<file path="src/rtl/periph_reset_pkg.sv">
// Package for the peripheral reset control block: register offsets, bit positions, masks.
// Assumes a 32-bit APB with word-aligned registers.
package periph_reset_pkg;

  localparam logic [11:0] BUS2_RST_OFFSET = 12'h00c;
  localparam logic [11:0] BUS1_RST_OFFSET = 12'h010;
  localparam logic [31:0] RST_VALUE       = 32'h0000_0000;

  // Bus-2 register bit positions.
  localparam int unsigned B2_TIMER_SIXTEEN  = 18;
  localparam int unsigned B2_TIMER_FIFTEEN  = 17;
  localparam int unsigned B2_TIMER_FOURTEEN = 16;
  localparam int unsigned B2_XCVR_ZERO      = 14;
  localparam int unsigned B2_PERIPH_ZERO    = 12;
  localparam int unsigned B2_TIMER_ZERO     = 11;
  localparam int unsigned B2_CONV_IFACE     = 9;
  localparam int unsigned B2_SYSCFG_CMP     = 0;

  // Bus-1 register bit positions.
  localparam int unsigned B1_CONSUMER_CTRL  = 30;
  localparam int unsigned B1_ANALOG_OUT     = 29;
  localparam int unsigned B1_POWER_CTRL     = 28;
  localparam int unsigned B1_USB_DEVICE     = 23;
  localparam int unsigned B1_I2C_ONE        = 22;
  localparam int unsigned B1_I2C_ZERO       = 21;
  localparam int unsigned B1_XCVR_ONE       = 17;
  localparam int unsigned B1_PERIPH_TWO     = 15;
  localparam int unsigned B1_PERIPH_ONE     = 14;
  localparam int unsigned B1_WWDG           = 11;
  localparam int unsigned B1_TIMER_THIRTEEN = 8;
  localparam int unsigned B1_TIMER_FIVE     = 4;
  localparam int unsigned B1_TIMER_TWO      = 1;
  localparam int unsigned B1_TIMER_ONE      = 0;

  // Writable bits: the implemented ones plus bus-1 bit 18, which drives no reset; other bits store nothing and read zero.
  localparam logic [31:0] BUS2_RW_MASK = 32'h0007_5a01;
  localparam logic [31:0] BUS1_RW_MASK = 32'h70e6_c913;

  typedef struct packed {
    logic timer_sixteen_reset;
    logic timer_fifteen_reset;
    logic timer_fourteen_reset;
    logic serial_xcvr_zero_reset;
    logic serial_periph_zero_reset;
    logic timer_zero_reset;
    logic converter_iface_reset;
    logic sysconfig_comparator_reset;
  } bus2_resets_s;

  typedef struct packed {
    logic consumer_ctrl_unit_reset;
    logic analog_output_unit_reset;
    logic power_control_reset;
    logic usb_device_reset;
    logic i2c_one_reset;
    logic i2c_zero_reset;
    logic serial_xcvr_one_reset;
    logic serial_periph_two_reset;
    logic serial_periph_one_reset;
    logic window_watchdog_reset;
    logic timer_thirteen_reset;
    logic timer_five_reset;
    logic timer_two_reset;
    logic timer_one_reset;
  } bus1_resets_s;

endpackage

</file>
<file path="src/rtl/peripheral_reset_control.sv">
// Peripheral reset control: two APB-writable registers whose bits hold peripherals in reset.
// Assumes an APB master on pclk; reset outputs go to peripherals on the same clock.
// Contract
// - Reset bits change only by software write or system reset and keep their value; 1 resets.
// - After system reset both reset registers read all zeros.
// - Bus-2 bit 18 resets timer sixteen while set.
// - Bus-2 bit 17 resets timer fifteen; bit 12 resets serial peripheral zero.
// - Bus-2 bit 16 resets timer fourteen; bit 14 resets serial transceiver zero.
// - Bus-2 register holds reset bits for timer zero and converter interface.
// - One bus-2 bit resets system configuration and comparator together.
// - Bus-1 bit 30 resets consumer control unit; bit 29 analog output unit.
// - Bus-1 bit 28 resets the power control unit while set.
// - Bus-1 bit 23 resets the USB device controller while set.
// - Bus-1 bit 22 resets I2C controller one while set.
// - Bus-1 bit 21 resets I2C controller zero while set.
// - Bus-1 bit 17 resets serial transceiver one while set.
// - Bus-1 bit 15 resets serial peripheral two while set.
// - Bus-1 bit 14 resets serial peripheral one while set.
// - Bus-1 bit 11 resets the window watchdog while set.
// - Bus-1 bit 8 resets timer thirteen while set.
// - Bus-1 bit 4 resets timer five while set.
// - Bus-1 bit 1 resets timer two while set.
// - Bus-1 bit 0 resets timer one while set.
//
// Design decision made here: the APB interface to the registers.
`timescale 1ns/1ps

module peripheral_reset_control
  import periph_reset_pkg::*;
(
  input  wire logic        pclk,
  input  wire logic        presetn,
  input  wire logic        psel,
  input  wire logic        penable,
  input  wire logic        pwrite,
  input  wire logic [11:0] paddr,
  input  wire logic [31:0] pwdata,
  input  wire logic [3:0]  pstrb,
  output logic      [31:0] prdata,
  output logic             pready,
  output logic             pslverr,
  output bus2_resets_s     bus2_resets,
  output bus1_resets_s     bus1_resets
);

  logic [31:0] bus2_q;
  logic [31:0] bus2_d;
  logic [31:0] bus1_q;
  logic [31:0] bus1_d;
  logic [31:0] prdata_q;
  logic [31:0] prdata_d;
  logic        pslverr_q;
  logic        pslverr_d;
  logic [31:0] strb_mask;

  // Decodes an address to a known register; shared by write, read and error paths.
  function automatic logic addr_hit(input logic [11:0] a, input logic [11:0] off);
    addr_hit = (a == off);
  endfunction

  wire logic access   = psel & penable;
  wire logic hit_bus2 = addr_hit(paddr, BUS2_RST_OFFSET);
  wire logic hit_bus1 = addr_hit(paddr, BUS1_RST_OFFSET);

  // Byte strobes expand to a bit mask so partial writes leave other lanes alone.
  genvar g;
  generate
    for (g = 0; g < 4; g++) begin : g_strb
      assign strb_mask[g*8 +: 8] = {8{pstrb[g]}};
    end
  endgenerate

  // Zero wait states: every access completes in its first access cycle.
  assign pready  = 1'b1;
  assign prdata  = prdata_q;
  assign pslverr = pslverr_q;

  always_comb begin
    bus2_d    = bus2_q;
    bus1_d    = bus1_q;
    prdata_d  = prdata_q;
    pslverr_d = 1'b0;
    if (access && pwrite) begin
      // Only writes move the bits; reserved bits other than bus-1 bit 18 are masked off and stay zero.
      if (hit_bus2) begin
        bus2_d = ((bus2_q & ~strb_mask) | (pwdata & strb_mask)) & BUS2_RW_MASK;
      end
      if (hit_bus1) begin
        bus1_d = ((bus1_q & ~strb_mask) | (pwdata & strb_mask)) & BUS1_RW_MASK;
      end
    end
    if (psel && !penable && !pwrite) begin
      // Read data is captured in the setup cycle so it is registered by the access cycle.
      if (hit_bus2) begin
        prdata_d = bus2_q;
      end else if (hit_bus1) begin
        prdata_d = bus1_q;
      end else begin
        prdata_d = 32'h0000_0000;
      end
    end
    if (psel && !penable) begin
      pslverr_d = !(hit_bus2 || hit_bus1);
    end else if (access) begin
      pslverr_d = pslverr_q;
    end
  end

  always_ff @(posedge pclk or negedge presetn) begin
    if (!presetn) begin
      bus2_q    <= RST_VALUE;
      bus1_q    <= RST_VALUE;
      prdata_q  <= 32'h0000_0000;
      pslverr_q <= 1'b0;
    end else begin
      bus2_q    <= bus2_d;
      bus1_q    <= bus1_d;
      prdata_q  <= prdata_d;
      pslverr_q <= pslverr_d;
    end
  end

  // Outputs are straight wires from the register bits, so they follow the bit as a level.
  assign bus2_resets.timer_sixteen_reset        = bus2_q[B2_TIMER_SIXTEEN];
  assign bus2_resets.timer_fifteen_reset        = bus2_q[B2_TIMER_FIFTEEN];
  assign bus2_resets.serial_periph_zero_reset   = bus2_q[B2_PERIPH_ZERO];
  assign bus2_resets.timer_fourteen_reset       = bus2_q[B2_TIMER_FOURTEEN];
  assign bus2_resets.serial_xcvr_zero_reset     = bus2_q[B2_XCVR_ZERO];
  assign bus2_resets.timer_zero_reset           = bus2_q[B2_TIMER_ZERO];
  assign bus2_resets.converter_iface_reset      = bus2_q[B2_CONV_IFACE];
  assign bus2_resets.sysconfig_comparator_reset = bus2_q[B2_SYSCFG_CMP];

  assign bus1_resets.consumer_ctrl_unit_reset   = bus1_q[B1_CONSUMER_CTRL];
  assign bus1_resets.analog_output_unit_reset   = bus1_q[B1_ANALOG_OUT];
  assign bus1_resets.power_control_reset        = bus1_q[B1_POWER_CTRL];
  assign bus1_resets.usb_device_reset           = bus1_q[B1_USB_DEVICE];
  assign bus1_resets.i2c_one_reset              = bus1_q[B1_I2C_ONE];
  assign bus1_resets.i2c_zero_reset             = bus1_q[B1_I2C_ZERO];
  assign bus1_resets.serial_xcvr_one_reset      = bus1_q[B1_XCVR_ONE];
  assign bus1_resets.serial_periph_two_reset    = bus1_q[B1_PERIPH_TWO];
  assign bus1_resets.serial_periph_one_reset    = bus1_q[B1_PERIPH_ONE];
  assign bus1_resets.window_watchdog_reset      = bus1_q[B1_WWDG];
  assign bus1_resets.timer_thirteen_reset       = bus1_q[B1_TIMER_THIRTEEN];
  assign bus1_resets.timer_five_reset           = bus1_q[B1_TIMER_FIVE];
  assign bus1_resets.timer_two_reset            = bus1_q[B1_TIMER_TWO];
  assign bus1_resets.timer_one_reset            = bus1_q[B1_TIMER_ONE];

endmodule // peripheral_reset_control

</file>
<file path="config.mk">
export PLATFORM = sky130hd
export DESIGN_NAME = peripheral_reset_control
export DESIGN_NICKNAME = d
export VERILOG_FILES = /design/src/rtl/periph_reset_pkg.sv /design/src/rtl/peripheral_reset_control.sv
export SDC_FILE = /design/constraint.sdc
export NUM_CORES = 1
export LEC_CHECK = 0
export ABC_AREA = 1
export BUFFER_PORTS_ARGS = -buffer_cell sky130_fd_sc_hd__buf_2
export CAP_MARGIN = 10
export CORE_UTILIZATION = 50
export DETAILED_ROUTE_END_ITERATION = 16
export HOLD_SLACK_MARGIN = 0.02
export PLACE_DENSITY_LB_ADDON = 0.25
export SYNTH_ARGS = -nofsm -noshare
export SYNTH_HDL_FRONTEND = slang
export SYNTH_SLANG_ARGS = --single-unit
</file>
<file path="constraint.sdc">
create_clock -name pclk -period 1.5 [get_ports pclk]
set_input_delay 0.15 -clock pclk [delete_from_list [all_inputs] [get_ports pclk]]
set_output_delay 0.15 -clock pclk [all_outputs]
set_load 0.01 [all_outputs]
</file>
==> results.json, run 1 <==
{
  "required_ns": 1.35,
  "pwr-share-comb_pct": 9.5,
  "core_area_um2": 4410,
  "synth.lib_cells_used.distinct": 23,
  "cts_buffers": 5,
  "routed_wl_mm": 4.86,
  "drt-initial-drc-count": 142,
  "start_util_pct": 52.5,
  "critPathCapture": "bus1_resets[0]",
  "drc_errors": 0,
  "min_path_type": "input pin to flop",
  "critPathBufInv": 1,
  "power_frac_clock_pct": 33.7,
  "setup_viol": 0,
  "grt_max_degree": 23,
  "cts.reportedPaths.clkPinSlew_ns": 0.08,
  "track_usage_pct": 21.3,
  "fillers": 422,
  "clock_latency_ns": 0.29,
  "nNetsFinal": 400,
  "cts_tree": "built",
  "power_density_nw_per_um2": 745,
  "period_minus_slack_ns": 1.01,
  "fp.dieH_um": 70.1,
  "swShare_pct": 24.4,
  "slowest_stage": "dfrtp_1",
  "cap_violations": 0,
  "numPortBuffers": 79,
  "seq_power_share_pct": 56.8,
  "io_pins": 109,
  "grt_pass1_wl_mm": 8.31,
  "path_depth": 1,
  "htree_levels": 2,
  "path_cells": "buf_2",
  "clock_path_buffers": 2,
  "switchingPower_w": 0.000488,
  "rsz0062_at_grt": "false",
  "root_buffer": "clkbuf_8",
  "drt.antenna.violating_nets": 0,
  "fin_skew_ns": 0.00369,
  "r2r-end": "prdata[0]",
  "fin_setup_tns_ns": 0,
  "critPathArrivalTime_ns": 0.86,
  "dpl.hpwl_mm": 3.79,
  "layout-drive-gt1-share_pct": 34.9,
  "worstSetupStartpointType": "flop",
  "max_freq_mhz": 994,
  "avgViaCountPerCell": 5.07,
  "routedWlPerCell_um": 12.2,
  "critPathMaxStageDelay_ns": 0.42,
  "reg2reg_slack_ns": 0.72,
  "area_delta_synth_final_pct": 15.9,
  "grt_pass1_vias": 1801,
  "worst-path-max-fanout": 3,
  "vias": 2022,
  "power_w": 0.00200,
  "rows": 24,
  "n_antenna_cell": 0,
  "cts_setup_buffers": 0,
  "dieWidth_um": 70.1,
  "design.die.area_um2": 4910,
  "period_share_pct": 67.1,
  "drtPass1Iterations": 4,
  "ys_seq_area_share_pct": 45.4,
  "clock_sinks": 42,
  "antenna_found_initial": 0,
  "netlist_area_um2": 2320,
  "worstSetupPathType": "flop to primary output",
  "drv_slew": 0,
  "p_leak_nw": 1.59,
  "ys_seq_elements": 42,
  "hold_viol": 0,
  "r2r_cells": 4,
  "crit_family": "flip-flops",
  "globalplace.congestion": 0.835,
  "end_kind": "primary output",
  "ir_worst_vdd_mv": 0.468,
  "fin_util_pct": 60.8,
  "yosysWarningCount": 0,
  "status": "finished, final reports clean",
  "synth_cells": 280,
  "gr-total-overflow": 0,
  "avgSynthCellArea_um2": 8.27,
  "intPower_w": 0.00151
}
[how the worst min path moves through the flow]
| stage | cells past startpoint | from | slack, ns | to |
|---|---|---|---|---|
| final | 3 | psel | 0.1 | pslverr |
| after global routing | 3 | pwdata[9] | 0.10 | flop |
| after CTS | 3 | psel | 0.09 | pslverr |
| after detailed placement | 1 | presetn | 0.08 | prdata[14] |
| after global placement | 1 | presetn | 0.08 | prdata[14] |
| after floorplan | 0 | presetn | -0.15 | async pin |
[per-stage QoR]
| step | std cells | setup WS [ns] | area, µm² | hold slack [ns] |
|---|---|---|---|---|
| floorplan | 293 | 0.520 | 2360 | -0.146 |
| global placement | 391 | 0.249 | 2600 | 0.0764 |
| detailed placement | 391 | 0.229 | 2600 | 0.0829 |
| CTS | 399 | 0.483 | 2690 | 0.0921 |
| global route | 399 | 0.430 | 2690 | 0.103 |
| finish | 399 | 0.494 | 2690 | 0.0999 |
[layout make-up]
type / count / area (µm²) / share of cell area (%)
timing repair buffer: 86 / 463 / 17.2
inverter: 12 / 45.0 / 1.68
sequential: 42 / 1050 / 39.1
clock inverter: 2 / 10.0 / 0.373
multi-input combinational: 200 / 982 / 36.6
tap: 52 / 65.1 / 2.42
clock buffer: 5 / 68.8 / 2.56
[worst min-delay path, stage by stage]
cell and delay [ns]:
buf_2 0.09, nand3_1 0.06, nand2_1 0.06
[cells in the mapped netlist]
library cell  number  area, µm²
nand4_2            3       37.5
nand2_1          106        398
buf_4             32        240
buf_6              2       22.5
buf_2              4       20.0
and3_1             1       6.26
inv_2              2       7.51
nand3b_2           1       11.3
nor2_8             1       20.0
o21ai_2            9       78.8
clkbuf_1           1       3.75
nand3_1           11       55.1
nand2_2            3       18.8
dfrtp_1           42       1050
nand2_4            1       11.3
conb_1             2       7.51
inv_1             10       37.5
nor2_2             7       43.8
nor2_4             2       22.5
nand4_1           27        169
o21ai_1            3       15.0
o21ai_0            1       5.00
nor2_1             9       33.8
[per-layer routing]
| layer | up-vias | GRT usage [%] | part of all wire [%] |
|---|---|---|---|
| met3 | 6 | 4.91 | 6.0 |
| met1 | 933 | 29.6 | 46 |
| met4 | 0 | 5.33 | 1.0 |
| met2 | 77 | 33.7 | 47 |
| met5 | - | 0 | 0 |
| li1 | 1006 | - | - |
[cells in the final DEF, fill, tap and decap left out, types with 3 or more instances in the layout]
| master | synthesis | layout |
|---|---|---|
| nand2_1 | 106 | 106 |
| conb_1 | 2 | 15 |
| buf_2 | 4 | 79 |
| dfrtp_1 | 42 | 42 |
| nand4_2 | 3 | 3 |
| o21ai_1 | 3 | 3 |
| nand3_1 | 11 | 11 |
| o21ai_2 | 9 | 9 |
| inv_1 | 10 | 10 |
| nand2_2 | 3 | 3 |
| nand4_1 | 27 | 27 |
| buf_4 | 32 | 5 |
| nor2_2 | 7 | 7 |
| clkbuf_8 | 0 | 5 |
| nor2_1 | 9 | 9 |
[kinds of logic after synthesis]
group                  count (synthesis)  synth area share [%]
other                                  2                 0.324
buffers and inverters                 51                  14.3
DFF                                   42                  45.4
and+or+nand+nor                      172                  35.7
AOI/OAI and AO/OA                     13                  4.27
[power by group through the flow]
stage	Combinational (W)	Sequential (W)	Clock (W)
6_report	0.000190	0.00114	0.000674
5_1_grt	0.000215	0.00114	0.000739
4_1_cts	0.000192	0.00113	0.000692
3_5_place_dp	0.000190	0.00116	0
3_3_place_gp	0.000188	0.00116	0
2_1_floorplan	0.000112	0.00116	0
[timing repair]
item                                    in CTS  in global routing
hold endpoints to repair                    14                  0
hold buffers                                 1                  0
endpoints found under the setup margin       0                  0
gates resized for setup                      0                  0
No activity file was read; power rests on OpenSTA's default activity.
==> run 2, diff against run 1 <==
--- a/config.mk
+++ b/config.mk
@@ -8,7 +8,7 @@
 export ABC_AREA = 1
 export BUFFER_PORTS_ARGS = -buffer_cell sky130_fd_sc_hd__buf_2
 export CAP_MARGIN = 10
-export CORE_UTILIZATION = 50
+export CORE_UTILIZATION = 42
 export DETAILED_ROUTE_END_ITERATION = 16
 export HOLD_SLACK_MARGIN = 0.02
 export PLACE_DENSITY_LB_ADDON = 0.25
==> constraint.sdc (replaced) <==
create_clock -name pclk -period 0.91 [get_ports pclk]
set_input_delay 0.091 -clock pclk [delete_from_list [all_inputs] [get_ports pclk]]
set_output_delay 0.091 -clock pclk [all_outputs]
set_load 0.01 [all_outputs]
==> results.json, run 2 (synthesized netlist as in run 1, its figures left out) <==
{
  "power_frac_clock_pct": 35.9,
  "worst-path-max-fanout": 3,
  "cts_buffers": 5,
  "rsz0062_at_grt": "true",
  "grt_pass1_wl_mm": 9.59,
  "drtPass1Iterations": 5,
  "status": "finished, violations left",
  "path_cells": "buf_2",
  "routed_wl_mm": 6.03,
  "critPathBufInv": 1,
  "setup_slack_ns": -0.0451,
  "slowest_stage": "dfrtp_1",
  "rows": 26,
  "fin_cells": 471,
  "clock_sinks": 42,
  "r2r_cells": 5,
  "fin_util_pct": 62.0,
  "io_pins": 109,
  "critPathMaxStageDelay_ns": 0.42,
  "numPortBuffers": 79,
  "path_depth": 1,
  "setup_viol": 18,
  "track_usage_pct": 20.8,
  "globalplace.congestion": 0.829,
  "crit_family": "flip-flops",
  "power_density_nw_per_um2": 1080,
  "dpl.hpwl_mm": 4.14,
  "clock_path_buffers": 2,
  "n_antenna_cell": 0,
  "routedWlPerCell_um": 12.8,
  "p_leak_nw": 1.90,
  "dp.cells": 418,
  "layout-drive-gt1-share_pct": 45.9,
  "grt_max_degree": 43,
  "worstSetupStartpointType": "flop",
  "intPower_w": 0.00261,
  "cts.reportedPaths.clkPinSlew_ns": 0.08,
  "period_share_pct": 105,
  "required_ns": 0.82,
  "cts_tree": "built",
  "design.die.area_um2": 5810,
  "end_kind": "primary output",
  "r2r-end": "prdata[14]",
  "htree_levels": 2,
  "grt_pass1_vias": 2013,
  "hold_viol": 0,
  "critPathCapture": "bus1_resets[5]",
  "vias": 2239,
  "max_freq_mhz": 1050,
  "antenna_found_initial": 0,
  "drt.antenna.violating_nets": 0,
  "start_util_pct": 44.5,
  "nNetsFinal": 453,
  "drc_errors": 0,
  "min_path_type": "input pin to flop",
  "critPathArrivalTime_ns": 0.86,
  "avgViaCountPerCell": 4.75,
  "fp.dieH_um": 76.3,
  "drt-initial-drc-count": 122,
  "worstSetupPathType": "flop to primary output",
  "fin_skew_ns": 0.00641,
  "pwr-share-comb_pct": 10.3,
  "dieWidth_um": 76.3,
  "swShare_pct": 24.9,
  "drv_slew": 0,
  "ir_worst_vdd_mv": 0.503,
  "gr-total-overflow": 0,
  "violations": "setup timing",
  "period_minus_slack_ns": 0.955,
  "switchingPower_w": 0.000866,
  "clock_latency_ns": 0.29,
  "seq_power_share_pct": 53.8,
  "layout_common_cells": "nand2_1 (104), buf_2 (79), buf_4 (50)",
  "area_delta_synth_final_pct": 39.4,
  "final_common_cell": "nand2_1",
  "core_area_um2": 5200,
  "root_buffer": "clkbuf_8",
  "reg2reg_slack_ns": 0.01,
  "cap_violations": 0
}
[run 2: changes by cell type in the layout (fill, tap and decap cells not counted), sizes merged]
cell | previous run | this run
buf | 85 | 138
clkbuf | 5 | 7
clkinv | 2 | 1
clkinvlp | 0 | 1
inv | 12 | 11
[run 2: worst min-delay path by stage]
stage               slack, ns         to  cells after the start       start
detailed placement       0.09  prdata[0]                      2     presetn
floorplan               -0.20  async pin                      0     presetn
global route             0.04       flop                      3  pwdata[28]
global placement         0.08  prdata[0]                      2     presetn
CTS                      0.04       flop                      3  pwdata[30]
finish                   0.04       flop                      3  pwdata[29]
[run 2: metal layers]
layer | up-vias | global-route usage (%) | part of all wire (%)
met1 | 1051 | 28.4 | 45
met3 | 6 | 5.27 | 5.5
li1 | 1108 | - | -
met2 | 74 | 33.4 | 48
met4 | 0 | 4.04 | 0.94
met5 | - | 0 | 0
[run 2: what timing repair did]
item	in CTS	in global routing
gates cloned	0	0
gates resized for setup	0	18
endpoints found under the setup margin	37	48
pin swaps	0	7
hold buffers	1	0
endpoints found under the hold margin	42	0
setup buffers	28	16
[run 2: area by class of cell]
cell class	count	area [µm²]
Fill cell	489	1980
Sequential cell	42	1050
Multi-Input combinational cell	200	1040
Timing Repair Buffer	139	908
Tap cell	70	87.6
Clock buffer	7	86.3
Inverter	12	48.8
Clock inverter	1	5.00
[run 2: power groups by stage]
stage | Clock, W | Sequential [W] | Combinational (W)
global route | 0.00138 | 0.00187 | 0.000397
detailed placement | 0 | 0.00191 | 0.000341
floorplan | 0 | 0.00191 | 0.000186
global placement | 0 | 0.00191 | 0.000337
CTS | 0.00126 | 0.00187 | 0.000346
finish | 0.00125 | 0.00187 | 0.000359
[run 2: metrics by stage]
stage | cell area (µm²) | setup slack [ns] | hold WS [ns] | total power [W] | setup TNS, ns
global route | 3230 | -0.0719 | 0.0370 | 0.00365 | -1.61
detailed placement | 2720 | -0.277 | 0.0914 | 0.00225 | -7.30
floorplan | 2370 | 0.0147 | -0.205 | 0.00210 | 0
CTS | 3030 | -0.0428 | 0.0405 | 0.00348 | -0.279
finish | 3230 | -0.0451 | 0.0415 | 0.00348 | -0.326
global placement | 2720 | -0.234 | 0.0797 | 0.00225 | -6.34
==> run 3, diff against run 2 <==
--- a/config.mk
+++ b/config.mk
@@ -8,7 +8,8 @@
 export ABC_AREA = 1
 export BUFFER_PORTS_ARGS = -buffer_cell sky130_fd_sc_hd__buf_2
 export CAP_MARGIN = 10
-export CORE_UTILIZATION = 42
+export CORE_UTILIZATION = 43
+export CTS_BUF_LIST = sky130_fd_sc_hd__clkbuf_4 sky130_fd_sc_hd__clkbuf_8
 export DETAILED_ROUTE_END_ITERATION = 16
 export HOLD_SLACK_MARGIN = 0.02
 export PLACE_DENSITY_LB_ADDON = 0.25
==> constraint.sdc (replaced) <==
create_clock -name pclk -period 0.91 [get_ports pclk]
set_input_delay 0.091 -clock pclk [delete_from_list [all_inputs] [get_ports pclk]]
set_output_delay 0.091 -clock pclk [all_outputs]
set_load 0.005 [all_outputs]
==> results.json, run 3 (synthesized netlist as in run 1, its figures left out) <==
{
  "violations": "setup timing",
  "track_usage_pct": 21.1,
  "vias": 2201,
  "start_util_pct": 45.1,
  "ir_worst_vdd_mv": 0.708,
  "area_delta_synth_final_pct": 37.7,
  "critPathMaxStageDelay_ns": 0.41,
  "status": "finished, violations left",
  "dp_slack_ns": -0.261,
  "required_ns": 0.82,
  "fp.dieH_um": 75.4,
  "dp.cells": 420,
  "numPortBuffers": 79,
  "r2r_cells": 4,
  "hp-start": "pwdata[29]",
  "avgViaCountPerCell": 4.75,
  "seq_power_share_pct": 50.3,
  "max_freq_mhz": 1070,
  "nNetsFinal": 445,
  "clock_latency_ns": 0.29,
  "clock_sinks": 42,
  "hold_viol": 0,
  "min_path_type": "input pin to flop",
  "worst-path-max-fanout": 2,
  "drt.antenna.violating_nets": 0,
  "dpl.hpwl_mm": 4.15,
  "fin_cells": 463,
  "grt_max_degree": 43,
  "rows": 26,
  "cap_violations": 0,
  "clock_path_buffers": 2,
  "crit_family": "flip-flops",
  "drt-initial-drc-count": 133,
  "cts_tree": "built",
  "pwr-share-comb_pct": 9.4,
  "fin_skew_ns": 0.00102,
  "cts_buffers": 5,
  "final_common_cell": "nand2_1",
  "fin_util_pct": 62.0,
  "intPower_w": 0.00289,
  "path_cells": "buf_2",
  "period_minus_slack_ns": 0.932,
  "end_kind": "primary output",
  "critPathArrivalTime_ns": 0.84,
  "slowest_stage": "dfrtp_1",
  "p_leak_nw": 1.88,
  "root_buffer": "clkbuf_8",
  "layout-drive-gt1-share_pct": 44.3,
  "drv_slew": 0,
  "cts.reportedPaths.clkPinSlew_ns": 0.08,
  "n_antenna_cell": 0,
  "power_density_nw_per_um2": 1170,
  "setup_slack_ns": -0.0219,
  "path_depth": 1,
  "whs_path_depth": 3,
  "drtPass1Iterations": 4,
  "stdcell_area_um2": 3190,
  "io_pins": 109,
  "worstSetupStartpointType": "flop",
  "rsz0062_at_grt": "true",
  "globalplace.congestion": 0.891,
  "critPathBufInv": 1,
  "design.die.area_um2": 5680,
  "switchingPower_w": 0.000829,
  "drc_errors": 0,
  "antenna_found_initial": 0,
  "power_w": 0.00372,
  "layout_common_cells": "nand2_1 (103), buf_2 (79), buf_4 (43)",
  "htree_levels": 2,
  "grt_pass1_wl_mm": 8.84,
  "power_frac_clock_pct": 40.3,
  "postPlaceCellArea_um2": 2760,
  "routedWlPerCell_um": 12.4,
  "grt_pass1_vias": 1963,
  "worstSetupPathType": "flop to primary output",
  "period_share_pct": 102,
  "routed_wl_mm": 5.74,
  "core_area_um2": 5140,
  "dieWidth_um": 75.4,
  "gr-total-overflow": 0,
  "swShare_pct": 22.3,
  "setup_viol": 7
}
## run 3: cell count changes in the layout (fill, tap and decap cells not counted), sizes merged
cell	delta
buf	-8
bufinv	+1
clkinv	-1
clkinvlp	-1
inv	+1
## run 3: power by group through the flow
stage	Combinational (W)	Sequential, W	Clock [W]
6_report	0.000350	0.00187	0.00150
5_1_grt	0.000391	0.00187	0.00162
4_1_cts	0.000348	0.00187	0.00152
3_5_place_dp	0.000342	0.00191	0
3_3_place_gp	0.000337	0.00191	0
2_1_floorplan	0.000171	0.00191	0
## run 3: worst paths after layout
path                                   to  slack, ns
max in group asynchronous       async pin       0.40
max                        bus2_resets[7]      -0.02
min in group asynchronous      prdata[17]       0.30
min reg2reg                     prdata[0]       0.48
max reg2reg                    prdata[21]       0.03
min                                  flop       0.04
## run 3: final cells by class
cell class | count | area, µm²
Tap cell | 70 | 87.6
Fill cell | 485 | 1950
Multi-Input combinational cell | 200 | 1030
Clock buffer | 7 | 83.8
Clock inverter | 1 | 30.0
Timing Repair Buffer | 131 | 862
Sequential cell | 42 | 1050
Inverter | 12 | 45.0
## run 3: per-stage QoR
step | TNS (ns) | hold slack [ns]
finish | -0.0653 | 0.0395
global route | -0.966 | 0.0459
CTS | -0.0882 | 0.0361
detailed placement | -7.04 | 0.0811
global placement | -6.13 | 0.0815
floorplan | 0 | -0.205
## run 3: timing repair
action / 4_1_cts / 5_1_grt
setup buffers: 21 / 13
resized for setup: 0 / 12
hold buffers: 1 / 0
hold endpoints to repair: 42 / 0
pin swaps: 0 / 4
setup endpoints to repair: 26 / 46
## run 3: routing by layer
metal / track usage (%) / routed length (µm)
met1: 26.9 / 2450
met2: 35.9 / 2890
met3: 4.50 / 351
met4: 6.58 / 52
met5: 0 / 0
